**src/design/vic_consts.vh**
```
// Constants of the vectored interrupt control block
`ifndef VIC_CONSTS_VH
`define VIC_CONSTS_VH

// ****************************************
// Register offsets
// ****************************************
`define VIC_OFS_MASK 3'h0
`define VIC_OFS_PRIO 3'h1
`define VIC_OFS_REQ 3'h2
`define VIC_OFS_MODE 3'h3
`define VIC_OFS_EVT 3'h4
`define VIC_OFS_EVT_MASK 3'h5
`define VIC_OFS_SRC_LO 3'h6
`define VIC_OFS_SRC_HI 3'h7

// ****************************************
// Fields and reset values
// ****************************************
`define VIC_MODE_GIE 0
`define VIC_MODE_RW_MASK 8'h9f
`define VIC_MODE_RST 8'h00
`define VIC_MASK_RST 8'h00
`define VIC_PRIO_RST 8'h00
`define VIC_LEVEL_UNUSED 5
`define VIC_EVT_GRANT 0
`define VIC_EVT_LOADED 1
`define VIC_HW_CLEAR 17'h0006b

// ****************************************
// ROM addresses
// ****************************************
`define VIC_ROM_TOP 12'hfff
`define VIC_RESET_ADDR 12'h100
`define VIC_ISP_ADDR0 12'h200
`define VIC_ISP_ADDR1 12'h300
`define VIC_ISP_ADDR2 12'h500
`define VIC_ISP_ADDR3 12'h900
`define VIC_VEC_T0_OVF 8'hfa
`define VIC_VEC_T0_MATCH 8'hfc
`define VIC_VEC_T1_OVF 8'hf4
`define VIC_VEC_T1_MATCH 8'hf6
`define VIC_VEC_CNT_A 8'hec
`define VIC_VEC_T2_OVF 8'hf0
`define VIC_VEC_T2_MATCH 8'hf2
`define VIC_VEC_P20 8'hd0
`define VIC_VEC_P00 8'he0
`define VIC_VEC_P01 8'he2
`define VIC_VEC_P02 8'he4
`define VIC_VEC_P03 8'he6
`define VIC_VEC_P0_HI 8'he8

`endif

```
**src/design/vic_sync.v**
```verilog
// Two-stage synchroniser for asynchronous request inputs
`timescale 1ns/1ps
`default_nettype none
module vic_sync #(
    parameter WIDTH = 17
) (
    // Clock and reset
    input wire clock,
    input wire arst_n,
    // Data
    input wire [WIDTH-1:0] d,
    output reg [WIDTH-1:0] q
);
    reg [WIDTH-1:0] meta_q;

    always @(posedge clock or negedge arst_n) begin
        if (!arst_n) begin
            meta_q <= {WIDTH{1'b0}};
            q <= {WIDTH{1'b0}};
        end else begin
            meta_q <= d;
            q <= meta_q;
        end
    end
endmodule // vic_sync
`default_nettype wire

```
**src/design/vic_level_arb.v**
```verilog
// Level arbiter: picks the winning level from priority settings
`timescale 1ns/1ps
`default_nettype none
module vic_level_arb (
    // Requests per level, already masked
    input wire [7:0] req,
    input wire [7:0] prio,
    // Winner
    output reg valid,
    output reg [2:0] level
);
    // Rank 0 is served first; level five never ranks
    function [3:0] rank;
        input [2:0] lvl;
        input [7:0] p;
        reg [1:0] grp;
        reg [1:0] sub;
        reg [1:0] gpos;
        begin
            grp = 2'd0;
            sub = 2'd0;
            case (lvl)
                3'd0: begin grp = 2'd0; sub = {1'b0, p[0]}; end
                3'd1: begin grp = 2'd0; sub = {1'b0, ~p[0]}; end
                3'd2: begin grp = 2'd1; sub = 2'd0 - p[2:1]; end
                3'd3: begin grp = 2'd1; sub = 2'd1 - p[2:1]; end
                3'd4: begin grp = 2'd1; sub = 2'd2 - p[2:1]; end
                3'd6: begin grp = 2'd2; sub = {1'b0, p[3]}; end
                3'd7: begin grp = 2'd2; sub = {1'b0, ~p[3]}; end
                default: begin grp = 2'd3; sub = 2'd3; end
            endcase
            // Group B wraps modulo four; the rotation order is kept
            case ({p[5:4], grp})
                4'b00_00, 4'b01_01, 4'b10_10, 4'b11_00: gpos = 2'd0;
                4'b00_01, 4'b01_10, 4'b10_00, 4'b11_10: gpos = 2'd1;
                default: gpos = 2'd2;
            endcase
            rank = (grp == 2'd3) ? 4'hf : {gpos, sub};
        end
    endfunction

    integer i;
    reg [3:0] best;

    always @* begin
        valid = 1'b0;
        level = 3'd0;
        best = 4'hf;
        for (i = 0; i < 8; i = i + 1) begin
            if (req[i] && rank(i[2:0], prio) < best) begin
                best = rank(i[2:0], prio);
                level = i[2:0];
                valid = 1'b1;
            end
        end
    end
endmodule // vic_level_arb
`default_nettype wire

```
**src/design/vic_top.v**
```verilog
// Vectored interrupt control: levels, vectors, vector fetch
`timescale 1ns/1ps
`default_nettype none
`include "vic_consts.vh"
module vic_top (
    // Clock and reset
    input wire clock,
    input wire arst_n,
    // Register port
    input wire [2:0] reg_addr,
    input wire [7:0] reg_wdata,
    input wire reg_wr,
    input wire reg_rd,
    output reg [7:0] reg_rdata_q,
    // Core instructions and handshake
    input wire global_enable_instr,
    input wire global_disable_instr,
    input wire cpu_int_ack,
    output reg cpu_int_req_q,
    output reg [7:0] cpu_vector_q,
    output reg stack_push_q,
    // Vector fetch from program ROM
    output reg rom_rd_q,
    output reg [11:0] rom_addr_q,
    input wire [7:0] rom_rdata,
    output reg isr_valid_q,
    output reg [15:0] isr_addr_q,
    // Interrupt sources, asynchronous
    input wire [16:0] src_req,
    output reg sys_reset_req_q,
    // Nonvolatile option straps
    input wire [1:0] in_system_prog_sector,
    input wire opt_reset_reloc,
    output reg [11:0] prog_reset_addr_q,
    output reg [11:0] isp_reset_addr_q,
    // Event interrupt
    output reg irq_q
);
    // ****************************************
    // Fetch sequencer states
    // ****************************************
    localparam ST_IDLE = 3'd0;
    localparam ST_PUSH = 3'd1;
    localparam ST_RD_HI = 3'd2;
    localparam ST_RD_LO = 3'd3;
    localparam ST_LOAD = 3'd4;

    reg [2:0] state_q;
    reg [7:0] level_mask_reg;
    reg [7:0] level_priority_reg;
    reg [7:0] system_mode_reg;
    reg [7:0] evt_q;
    reg [7:0] evt_mask_q;
    reg [16:0] src_prev_q;
    reg [16:1] pend_q;
    reg [4:0] gnt_src_q;
    reg [7:0] hi_byte_q;
    reg opt_taken_q;
    wire [16:0] src_sync;
    wire [16:0] src_rise;
    wire [7:0] levels_zero_to_seven;
    wire [7:0] lvl_req;
    wire arb_valid;
    wire [2:0] arb_level;
    wire wr_hit_src_lo;
    wire wr_hit_src_hi;
    wire grant;
    wire [16:0] hw_clear = `VIC_HW_CLEAR;
    reg [16:1] pend_clr;
    reg [4:0] win_src;
    reg [7:0] win_vec;
    reg [7:0] evt_set;

    // ****************************************
    // Source capture
    // ****************************************
    vic_sync #(
        .WIDTH(17)
    ) u_sync (
        .clock(clock),
        .arst_n(arst_n),
        .d(src_req),
        .q(src_sync)
    );

    assign src_rise = src_sync & ~src_prev_q;

    // Source table in ascending vector order inside each level
    function [7:0] src_vec;
        input [4:0] s;
        begin
            case (s)
                5'd1: src_vec = `VIC_VEC_T0_OVF;
                5'd2: src_vec = `VIC_VEC_T0_MATCH;
                5'd3: src_vec = `VIC_VEC_T1_OVF;
                5'd4: src_vec = `VIC_VEC_T1_MATCH;
                5'd5: src_vec = `VIC_VEC_CNT_A;
                5'd6: src_vec = `VIC_VEC_T2_OVF;
                5'd7: src_vec = `VIC_VEC_T2_MATCH;
                5'd8: src_vec = `VIC_VEC_P20;
                5'd9: src_vec = `VIC_VEC_P00;
                5'd10: src_vec = `VIC_VEC_P01;
                5'd11: src_vec = `VIC_VEC_P02;
                5'd12: src_vec = `VIC_VEC_P03;
                default: src_vec = `VIC_VEC_P0_HI;
            endcase
        end
    endfunction

    // Level pending flags, one per level
    assign levels_zero_to_seven = {
        |pend_q[16:13], |pend_q[12:9], 1'b0, pend_q[8],
        |pend_q[7:6], pend_q[5], |pend_q[4:3], |pend_q[2:1]
    };

    assign lvl_req = levels_zero_to_seven & level_mask_reg &
        ~(8'h01 << `VIC_LEVEL_UNUSED);

    vic_level_arb u_arb (
        .req(lvl_req),
        .prio(level_priority_reg),
        .valid(arb_valid),
        .level(arb_level)
    );

    // Lowest index first means lowest vector first
    always @* begin
        win_src = 5'd13;
        case (arb_level)
            3'd0: win_src = pend_q[1] ? 5'd1 : 5'd2;
            3'd1: win_src = pend_q[3] ? 5'd3 : 5'd4;
            3'd2: win_src = 5'd5;
            3'd3: win_src = pend_q[6] ? 5'd6 : 5'd7;
            3'd4: win_src = 5'd8;
            3'd6: begin
                if (pend_q[9])
                    win_src = 5'd9;
                else if (pend_q[10])
                    win_src = 5'd10;
                else if (pend_q[11])
                    win_src = 5'd11;
                else
                    win_src = 5'd12;
            end
            default: win_src = 5'd13;
        endcase
        win_vec = src_vec(win_src);
    end

    assign grant = (state_q == ST_IDLE) && cpu_int_req_q && cpu_int_ack;
    assign wr_hit_src_lo = reg_wr && reg_addr == `VIC_OFS_SRC_LO;
    assign wr_hit_src_hi = reg_wr && reg_addr == `VIC_OFS_SRC_HI;

    // Software clears pending by writing ones, except for hw_clear sources; the four shared sources
    // keep separate flags so none is lost while another is served.
    always @* begin
        pend_clr = 16'h0000;
        if (wr_hit_src_lo)
            pend_clr[8:1] = reg_wdata & ~hw_clear[8:1];
        if (wr_hit_src_hi)
            pend_clr[16:9] = reg_wdata;
        if (grant && hw_clear[gnt_src_q])
            pend_clr[gnt_src_q] = 1'b1;
    end

    always @(posedge clock or negedge arst_n) begin
        if (!arst_n) begin
            src_prev_q <= 17'h00000;
            pend_q <= 16'h0000;
            sys_reset_req_q <= 1'b0;
        end else begin
            src_prev_q <= src_sync;
            // A new edge beats a clear in the same cycle
            pend_q <= (pend_q & ~pend_clr) | src_rise[16:1];
            sys_reset_req_q <= src_rise[0];
        end
    end

    // ****************************************
    // Reset address options
    // ****************************************
    always @(posedge clock or negedge arst_n) begin
        if (!arst_n) begin
            opt_taken_q <= 1'b0;
            prog_reset_addr_q <= `VIC_RESET_ADDR;
            isp_reset_addr_q <= `VIC_ISP_ADDR0;
        end else if (!opt_taken_q) begin
            // Straps are caught once, just after reset release
            opt_taken_q <= 1'b1;
            case (in_system_prog_sector)
                2'd0: isp_reset_addr_q <= `VIC_ISP_ADDR0;
                2'd1: isp_reset_addr_q <= `VIC_ISP_ADDR1;
                2'd2: isp_reset_addr_q <= `VIC_ISP_ADDR2;
                default: isp_reset_addr_q <= `VIC_ISP_ADDR3;
            endcase
            if (opt_reset_reloc)
                prog_reset_addr_q <= isp_addr_of(in_system_prog_sector);
            else
                prog_reset_addr_q <= `VIC_RESET_ADDR;
        end
    end

    function [11:0] isp_addr_of;
        input [1:0] sel;
        begin
            case (sel)
                2'd0: isp_addr_of = `VIC_ISP_ADDR0;
                2'd1: isp_addr_of = `VIC_ISP_ADDR1;
                2'd2: isp_addr_of = `VIC_ISP_ADDR2;
                default: isp_addr_of = `VIC_ISP_ADDR3;
            endcase
        end
    endfunction

    // ****************************************
    // Control registers
    // ****************************************
    always @(posedge clock or negedge arst_n) begin
        if (!arst_n) begin
            level_mask_reg <= `VIC_MASK_RST;
            level_priority_reg <= `VIC_PRIO_RST;
            system_mode_reg <= `VIC_MODE_RST;
            evt_mask_q <= 8'h00;
        end else begin
            if (reg_wr) begin
                case (reg_addr)
                    `VIC_OFS_MASK: level_mask_reg <= reg_wdata;
                    `VIC_OFS_PRIO: level_priority_reg <= reg_wdata;
                    `VIC_OFS_MODE:
                        system_mode_reg <= reg_wdata & `VIC_MODE_RW_MASK;
                    `VIC_OFS_EVT_MASK: evt_mask_q <= reg_wdata;
                    default: ;
                endcase
            end
            // Instructions touch bit 0 alone
            if (global_enable_instr)
                system_mode_reg[`VIC_MODE_GIE] <= 1'b1;
            if (global_disable_instr)
                system_mode_reg[`VIC_MODE_GIE] <= 1'b0;
            if (grant)
                system_mode_reg[`VIC_MODE_GIE] <= 1'b0;
        end
    end

    // ****************************************
    // Request to the core and vector fetch
    // ****************************************
    always @(posedge clock or negedge arst_n) begin
        if (!arst_n) begin
            state_q <= ST_IDLE;
            cpu_int_req_q <= 1'b0;
            cpu_vector_q <= 8'h00;
            gnt_src_q <= 5'd0;
            stack_push_q <= 1'b0;
            rom_rd_q <= 1'b0;
            rom_addr_q <= 12'h000;
            hi_byte_q <= 8'h00;
            isr_valid_q <= 1'b0;
            isr_addr_q <= 16'h0000;
        end else begin
            stack_push_q <= 1'b0;
            rom_rd_q <= 1'b0;
            isr_valid_q <= 1'b0;
            case (state_q)
                ST_IDLE: begin
                    if (grant) begin
                        cpu_int_req_q <= 1'b0;
                        stack_push_q <= 1'b1;
                        state_q <= ST_PUSH;
                    end else begin
                        // Nothing is offered until global enable is set
                        cpu_int_req_q <= arb_valid &
                            system_mode_reg[`VIC_MODE_GIE];
                        cpu_vector_q <= win_vec;
                        gnt_src_q <= win_src;
                    end
                end
                ST_PUSH: begin
                    rom_rd_q <= 1'b1;
                    rom_addr_q <= {4'h0, cpu_vector_q} & `VIC_ROM_TOP;
                    state_q <= ST_RD_HI;
                end
                ST_RD_HI: begin
                    hi_byte_q <= rom_rdata;
                    rom_rd_q <= 1'b1;
                    rom_addr_q <= rom_addr_q + 12'h001;
                    state_q <= ST_RD_LO;
                end
                ST_RD_LO: begin
                    isr_addr_q <= {hi_byte_q, rom_rdata};
                    isr_valid_q <= 1'b1;
                    state_q <= ST_LOAD;
                end
                ST_LOAD: state_q <= ST_IDLE;
                default: state_q <= ST_IDLE;
            endcase
        end
    end

    // ****************************************
    // Events, interrupt output, read port
    // ****************************************
    always @* begin
        evt_set = 8'h00;
        evt_set[`VIC_EVT_GRANT] = grant;
        evt_set[`VIC_EVT_LOADED] = state_q == ST_RD_LO;
    end

    always @(posedge clock or negedge arst_n) begin
        if (!arst_n) begin
            evt_q <= 8'h00;
            irq_q <= 1'b0;
            reg_rdata_q <= 8'h00;
        end else begin
            if (reg_wr && reg_addr == `VIC_OFS_EVT)
                evt_q <= (evt_q & ~reg_wdata) | evt_set;
            else
                evt_q <= evt_q | evt_set;
            irq_q <= |(evt_q & evt_mask_q);
            reg_rdata_q <= 8'h00;
            if (reg_rd) begin
                case (reg_addr)
                    `VIC_OFS_MASK: reg_rdata_q <= level_mask_reg;
                    `VIC_OFS_PRIO: reg_rdata_q <= level_priority_reg;
                    `VIC_OFS_REQ: reg_rdata_q <= levels_zero_to_seven;
                    `VIC_OFS_MODE: reg_rdata_q <= system_mode_reg;
                    `VIC_OFS_EVT: reg_rdata_q <= evt_q;
                    `VIC_OFS_EVT_MASK: reg_rdata_q <= evt_mask_q;
                    `VIC_OFS_SRC_LO: reg_rdata_q <= pend_q[8:1];
                    default: reg_rdata_q <= pend_q[16:9];
                endcase
            end
        end
    end
endmodule // vic_top
`default_nettype wire

```
**config.mk**
```make
export PLATFORM = sky130hd
export DESIGN_NAME = vic_top
export DESIGN_NICKNAME = d
export VERILOG_FILES = /design/src/design/vic_sync.v /design/src/design/vic_level_arb.v /design/src/design/vic_top.v
export VERILOG_INCLUDE_DIRS = /design/src /design/src/design
export SDC_FILE = /design/constraint.sdc
export NUM_CORES = 1
export LEC_CHECK = 0
export BUFFER_PORTS_ARGS = -buffer_cell sky130_fd_sc_hd__buf_4
export CAP_MARGIN = 20
export CORE_ASPECT_RATIO = 0.5
export CORE_MARGIN = 1
export CORE_UTILIZATION = 40
export CTS_BUF_LIST = sky130_fd_sc_hd__clkbuf_4
export DETAILED_ROUTE_END_ITERATION = 8
export GPL_TIMING_DRIVEN = 0
export PLACE_DENSITY = 0.68
export RECOVER_POWER = 25
export SYNTH_ARGS = -nofsm -noshare
export SYNTH_HDL_FRONTEND = slang
export SYNTH_SLANG_ARGS = --single-unit
```
**constraint.sdc**
```tcl
create_clock -name clock -period 9.7 [get_ports clock]
set_input_delay 0 -clock clock [delete_from_list [all_inputs] [get_ports clock]]
set_output_delay 0 -clock clock [all_outputs]
set_load 0.005 [all_outputs]
```
==> results.py, run 1 <==
metrics = {
    "outcome": {
        "violations": "max-capacitance violations, max-slew violations",
        "status": "complete, but fails checks",
    },
    "die": {
        "core_area_um2": 19600,
        "fp.dieH_um": 103,
        "die_w_um": 203,
        "fp-row-count": 36,
        "die_area_um2": 20900,
        "start_util_pct": 41.3,
        "top_level_ports": 120,
    },
    "placement": {
        "gp_congestion": 0.903,
        "io_buffers": 99,
        "dpl_cell_area_um2": 9290,
        "place_worst_setup_slack_ns": -0.409,
        "hpwlAfterDp_um": 14400,
        "dp_cells": 1166,
    },
    "logic_synthesis": {
        "synth_seq_cells": 177,
        "syn_inst": 783,
        "synth.cell_area_um2": 8110,
        "async_reset_ff_share_pct": 100,
        "ys.flop_type": "dfrtp_1",
        "ys_types": 80,
        "synth_warnings": 0,
        "synth.avg_cell_area_um2": 10.4,
        "synth_edf_count": 0,
        "seq_area_frac_synth_pct": 54.7,
    },
    "power": {
        "leakage_nw": 4.80,
        "total_power_mw": 2.60,
        "p_seq_share_pct": 38.8,
        "p_comb_share_pct": 42.6,
        "peakVddDrop_v": 0.000142,
        "power_frac_clock_pct": 18.7,
        "switching_share_pct": 38.2,
        "p_switching_mw": 0.993,
        "power.density_nw_per_um2": 256,
        "p_int_mw": 1.60,
    },
    "drt": {
        "viasPerCell": 5.13,
        "drc_errors": 0,
        "ant_nets": 0,
        "num_vias": 6407,
        "drt-initial-drc-count": 383,
        "wire_per_inst_um": 16.0,
        "dr.pass1.iters": 5,
        "routed_wirelength_um": 20000,
    },
    "setup_path": {
        "max_stage_delay_ns": 0.51,
        "critPathArrivalTime_ns": 9.53,
        "crit_required_ns": 10.17,
        "crit_path_start_kind": "flip-flop",
        "critPathKind": "reg2reg",
        "r2r_cells": 41,
        "path_max_fanout": 10,
        "crit_path_end_kind": "flip-flop",
        "critPathSlowestCell": "dfrtp_1",
        "cpMostUsedCell": "ha_1",
    },
    "finish": {
        "utilization_pct": 51.8,
        "reg.largest.list": "src_prev_q (17), u_sync.meta_q (17), u_sync.q (17)",
        "fin_cells": 1250,
        "drive_above_1_share_pct": 22.4,
        "areaGrowthSynthToFinish_pct": 25.4,
        "fin_area_um2": 10200,
        "final_nets": 1039,
    },
    "clocking": {
        "cts_tree": "built",
        "cts_max_level": 4,
        "clkLatencyLatePin_ns": 0.56,
        "cts.sinks": 177,
        "clockBufferDepth": 2,
        "clock-root-buffer": "clkbuf_4",
        "path_clk_slew_ns": 0.14,
        "cts_inserted_buffers": 17,
    },
    "timing": {
        "min_period_ns": 9.07,
        "maxSlewHeadroom_pct": -129,
        "finalMaxSlewViolations": 67,
        "final-hold-violation-count": 0,
        "clock.fmax_ghz": 0.110,
        "skew_ns": 0.0173,
        "tightest_slew_ns": 3.43,
        "finalCritPeriodShare_pct": 93.5,
        "finalSetupViolations": 0,
        "fin_ws_ns": 0.632,
    },
    "grt": {
        "grt_max_degree": 112,
        "track_usage_pct": 20.3,
        "antenna_found_initial": 1,
        "grt_pass1_vias": 6455,
        "grt_pass1_wl_um": 32900,
        "grt-ovfl-total": 0,
    },
    "hold_path": {
        "hold_class": "in2reg",
        "hold_path_depth": 6,
    },
    "run": {
        "timing.max_cap.violations": 1,
    },
}
==> cells in the mapped netlist, types with 3 or more instances <==
cell type,n,area [um^2]
o21a_1,3,22.5
and3_1,8,50.1
o2111ai_1,3,26.3
o21ai_0,62,310
a41oi_1,3,26.3
mux2i_1,6,60.1
nor3_1,9,45.0
nand3_1,17,85.1
dfrtp_1,175,4380
nand3b_1,6,45.0
a211oi_1,4,30.0
a221o_1,3,30.0
clkbuf_1,23,86.3
nor2b_1,6,37.5
a21o_1,5,37.5
nand4_1,6,37.5
a21boi_0,7,52.6
o211a_1,3,30.0
o21bai_1,3,22.5
mux2_2,28,315
or2_2,4,25.0
nor2_1,40,150
ha_1,22,275
a31oi_1,10,62.6
o31ai_1,4,30.0
a21oi_1,21,105
a22oi_1,7,52.6
buf_4,18,135
o31a_1,3,26.3
nand2_1,164,616
nand2b_1,8,50.1
inv_1,34,128
a221oi_1,4,35.0
==> layout make-up <==
| cell class | instances | area (um^2) |
|---|---|---|
| clock inverters | 14 | 210 |
| multi-input cells | 540 | 3400 |
| repair buffers | 153 | 1270 |
| diodes | 1 | 2.50 |
| plain buffers | 45 | 249 |
| fillers | 1798 | 9470 |
| flip-flops and latches | 177 | 4430 |
| inverters | 37 | 141 |
| clock buffers | 17 | 128 |
| well taps | 266 | 333 |
==> power by group through the flow <==
stage	logic [mW]	clock network [mW]	registers, mW
4_1_cts	1.07	0.499	1.01
2_1_floorplan	0.709	0	0.990
6_report	1.11	0.484	1.01
5_1_grt	1.25	0.527	1.03
3_5_place_dp	1.03	0	1.02
3_3_place_gp	1.01	0	1.01
==> critical path: cells and delay by family (launching register included) <==
family	cells	cell delay (ns)
buffers and inverters	5	0.65
adders and majority gates	6	1.74
DFF	1	0.51
AOI/OAI and AO/OA	21	4.45
and+or+nand+nor	7	1.10
muxes	2	0.50
==> placed cells by master, fill, tap and decap left out, drive strengths merged, types with 17 or more instances in the layout <==
| cell | synthesis | routed |
|---|---|---|
| dfrtp | 175 | 175 |
| nand2 | 164 | 164 |
| buf | 22 | 112 |
| o21ai | 66 | 66 |
| clkbuf | 23 | 58 |
| dlygate4sd3 | 0 | 45 |
| nor2 | 40 | 40 |
| inv | 36 | 39 |
| mux2 | 29 | 29 |
| ha | 22 | 22 |
| a21oi | 22 | 22 |
| conb | 2 | 18 |
| nand3 | 17 | 17 |
==> per-layer routing <==
| metal | GRT usage, % | wire, um | part of all wire [%] | vias up |
|---|---|---|---|---|
| met3 | 5.44 | 1270 | 6.3 | 27 |
| met5 | 0 | 0 | 0 | - |
| li1 | - | - | - | 3078 |
| met1 | 27.1 | 9370 | 47 | 3117 |
| met2 | 32.4 | 9140 | 46 | 185 |
| met4 | 6.48 | 269 | 1.3 | 0 |
==> per-stage QoR <==
stage	hold slack, ns	setup TNS [ns]
floorplan	-0.296	0
global placement	0.110	-0.607
detailed placement	-0.0127	-0.939
CTS	0.0114	0
global route	0.0574	-0.0438
finish	0.0500	0
==> final timing paths <==
check                      slack, ns              start               to
max reg2reg                     0.63          pend_q[3]  cpu_vector_q[1]
max                             0.63          pend_q[3]  cpu_vector_q[1]
min                             0.05        reg_addr[1]        pend_q[8]
max in group asynchronous       5.86             arst_n     gnt_src_q[3]
min reg2reg                     0.36  u_sync.meta_q[13]     u_sync.q[13]
min in group asynchronous       0.68             arst_n   isr_addr_q[15]
==> repair_timing <==
item / CTS / global route
gates resized for setup: 3 / 10
endpoints found under the setup margin: 5 / 7
hold buffers: 46 / 0
endpoints found under the hold margin: 282 / 0
buffers inserted: 0 / 6
pin swaps: 0 / 2
==> logic make-up after synthesis <==
group	count (synthesis)	share of synthesized area [%]
flip-flops	177	54.7
buffers and inverters	82	4.78
XOR/XNOR	2	0.216
multiplexers	37	5.37
other	2	0.0926
AND/OR/NAND/NOR	282	15.5
AO/OA/AOI/OAI	179	16.0
adder cells (fa/ha/maj)	22	3.39
(Power assumes the default switching activity.)
==> inputs of run 2 (changes only) <==
- CORE_UTILIZATION: 40 -> 45
- PLACE_DENSITY: 0.68 -> 0.74
==> run 2 against run 1 <==
The flow still finishes with violations (max-capacitance violations, max-slew violations). Sequential cell count unchanged. Utilization grew 5.9 points. Clock skew increased by 0.0053 ns. Combinational power barely moved. Die area fell by 11%. First-iteration DRC count increased by 30%. Design area decreased by 0.81%. Clock power down 9.5%. Clock-buffer cell count did not move. Global-route usage grew 2.9 points. Critical path type unchanged. Critical endpoint unchanged. Largest power group unchanged.
==> results.py, run 2 (same netlist as run 1, synthesis figures left out) <==
metrics = {
    "clocking": {
        "cts.sinks": 177,
        "clkLatencyLatePin_ns": 0.57,
        "cts_inserted_buffers": 17,
        "clockBufferDepth": 2,
        "cts_tree": "built",
        "path_clk_slew_ns": 0.16,
        "cts_max_level": 4,
        "clock-root-buffer": "clkbuf_4",
    },
    "timing": {
        "clock.fmax_ghz": 0.111,
        "maxSlewHeadroom_pct": -167,
        "min_period_ns": 9.05,
        "finalMaxSlewViolations": 73,
        "final-hold-violation-count": 0,
        "tightest_slew_ns": 4.00,
        "finalCritPeriodShare_pct": 93.3,
        "skew_ns": 0.0225,
        "finalSetupViolations": 0,
    },
    "placement": {
        "io_buffers": 99,
        "hpwlAfterDp_um": 14400,
        "dp_cells": 1134,
        "dpl_cell_area_um2": 9250,
        "gp_congestion": 0.923,
    },
    "power": {
        "power.density_nw_per_um2": 252,
        "leakage_nw": 4.77,
        "peakVddDrop_v": 0.000128,
    },
    "setup_path": {
        "cpMostUsedCell": "ha_1",
        "crit_path_start_kind": "flip-flop",
        "crit_required_ns": 10.22,
        "r2r_cells": 43,
        "critPathArrivalTime_ns": 9.57,
        "crit_path_end_kind": "flip-flop",
        "max_stage_delay_ns": 0.51,
        "critPathSlowestCell": "a2111oi_4",
        "path_max_fanout": 10,
        "critPathKind": "reg2reg",
    },
    "grt": {
        "track_usage_pct": 23.2,
        "grt-ovfl-total": 0,
        "grt_pass1_wl_um": 33300,
        "grt_pass1_vias": 6348,
        "grt_max_degree": 99,
        "antenna_found_initial": 1,
    },
    "finish": {
        "fin_cells": 1217,
        "reg.largest.list": "src_prev_q (17), u_sync.meta_q (17), u_sync.q (17)",
        "layout_commonest_cell": "dfrtp_1",
        "fill_cells": 1514,
        "layout_common_cells": "dfrtp_1 (174), nand2_1 (164), buf_4 (103), o21ai_0 (59), dlygate4sd3_1 (45)",
        "fin_area_um2": 10100,
        "drive_above_1_share_pct": 22.5,
        "final_nets": 1036,
        "areaGrowthSynthToFinish_pct": 24.3,
    },
    "hold_path": {
        "hold_class": "in2reg",
        "hold_path_depth": 6,
    },
    "die": {
        "top_level_ports": 120,
        "die_w_um": 192,
        "start_util_pct": 46.4,
        "die_area_um2": 18600,
        "fp.dieH_um": 96.9,
        "fp-row-count": 34,
        "core_area_um2": 17500,
    },
    "drt": {
        "routed_wirelength_um": 20200,
        "drt-initial-drc-count": 497,
        "dr.pass1.iters": 7,
        "wire_per_inst_um": 16.6,
        "drc_errors": 0,
        "viasPerCell": 5.34,
        "ant_nets": 0,
        "num_vias": 6498,
    },
    "outcome": {
        "status": "complete, but fails checks",
        "violations": "max-capacitance violations, max-slew violations",
    },
    "run": {
        "timing.max_cap.violations": 1,
    },
}
## run 2: changes by cell type in the layout (fill, tap and decap cells not counted), moves of 2 or more
cell	previous run	this run
buf_4	106	103
clkinv_1	4	1
inv_8	0	2
bufinv_16	5	2
o21ai_1	3	5
## run 2: routing by layer
| layer | GRT usage [%] | up-vias | wire, um |
|---|---|---|---|
| met2 | 36.1 | 223 | 9430 |
| met5 | 0 | - | 0 |
| met1 | 33.0 | 3184 | 9240 |
| li1 | - | 3072 | - |
| met3 | 5.08 | 19 | 1350 |
| met4 | 5.43 | 0 | 148 |
## run 2: critical path, delay by kind of cell, from the launching register on
kind / cells / cell delay, ns
simple gates: 9 / 1.49
buf+inv: 4 / 0.46
flops: 1 / 0.50
compound gates: 23 / 4.66
fa+ha+maj: 6 / 1.83
mux: 1 / 0.07
## run 2: where the power goes
group | total, mW | switching (mW) | internal (mW)
combinational | 1.10 | 0.614 | 0.482
clock | 0.438 | 0.276 | 0.162
sequential | 1.01 | 0.122 | 0.885
## run 2: final timing paths
kind                                   end  slack [ns]             start
min in group asynchronous    rom_addr_q[3]        1.93            arst_n
max in group asynchronous        pend_q[3]        5.28            arst_n
hold / removal                   pend_q[8]        0.06       reg_addr[1]
setup reg to reg           cpu_vector_q[1]        0.65         pend_q[3]
hold reg to reg                u_sync.q[6]        0.36  u_sync.meta_q[6]
setup / recovery           cpu_vector_q[1]        0.65         pend_q[3]
## run 2: metrics by stage
| step | power (mW) | worst slack [ns] | utilization (%) | setup TNS [ns] | hold WS, ns |
|---|---|---|---|---|---|
| floorplan | 1.70 | 1.23 | - | 0 | -0.296 |
| global placement | 2.01 | -0.393 | 52.6 | -0.876 | 0.110 |
| detailed placement | 2.05 | -0.406 | 52.9 | -0.832 | 0.0306 |
| CTS | 2.52 | 0.0999 | 57.4 | 0 | 0.0269 |
| global route | 2.73 | -0.0240 | 57.7 | -0.0240 | 0.0450 |
| finish | 2.54 | 0.654 | 57.7 | 0 | 0.0618 |
## run 2: area by class of cell
| type | instances | area, um^2 | area share (%) |
|---|---|---|---|
| diodes | 2 | 5.00 | 0.0496 |
| plain buffers | 45 | 251 | 2.49 |
| clock buffers | 17 | 128 | 1.27 |
| clock inverters | 15 | 178 | 1.76 |
| inverters | 37 | 141 | 1.40 |
| multi-input cells | 540 | 3400 | 33.7 |
| flip-flops and latches | 177 | 4430 | 44.0 |
| well taps | 234 | 293 | 2.90 |
| repair buffers | 150 | 1250 | 12.4 |
## run 2: what timing repair did
item	in CTS	in global routing
pin swaps	0	2
endpoints found under the hold margin	284	0
resized for setup	3	14
buffers inserted	0	4
cloned	0	0
hold buffers	45	0
endpoints found under the setup margin	5	7
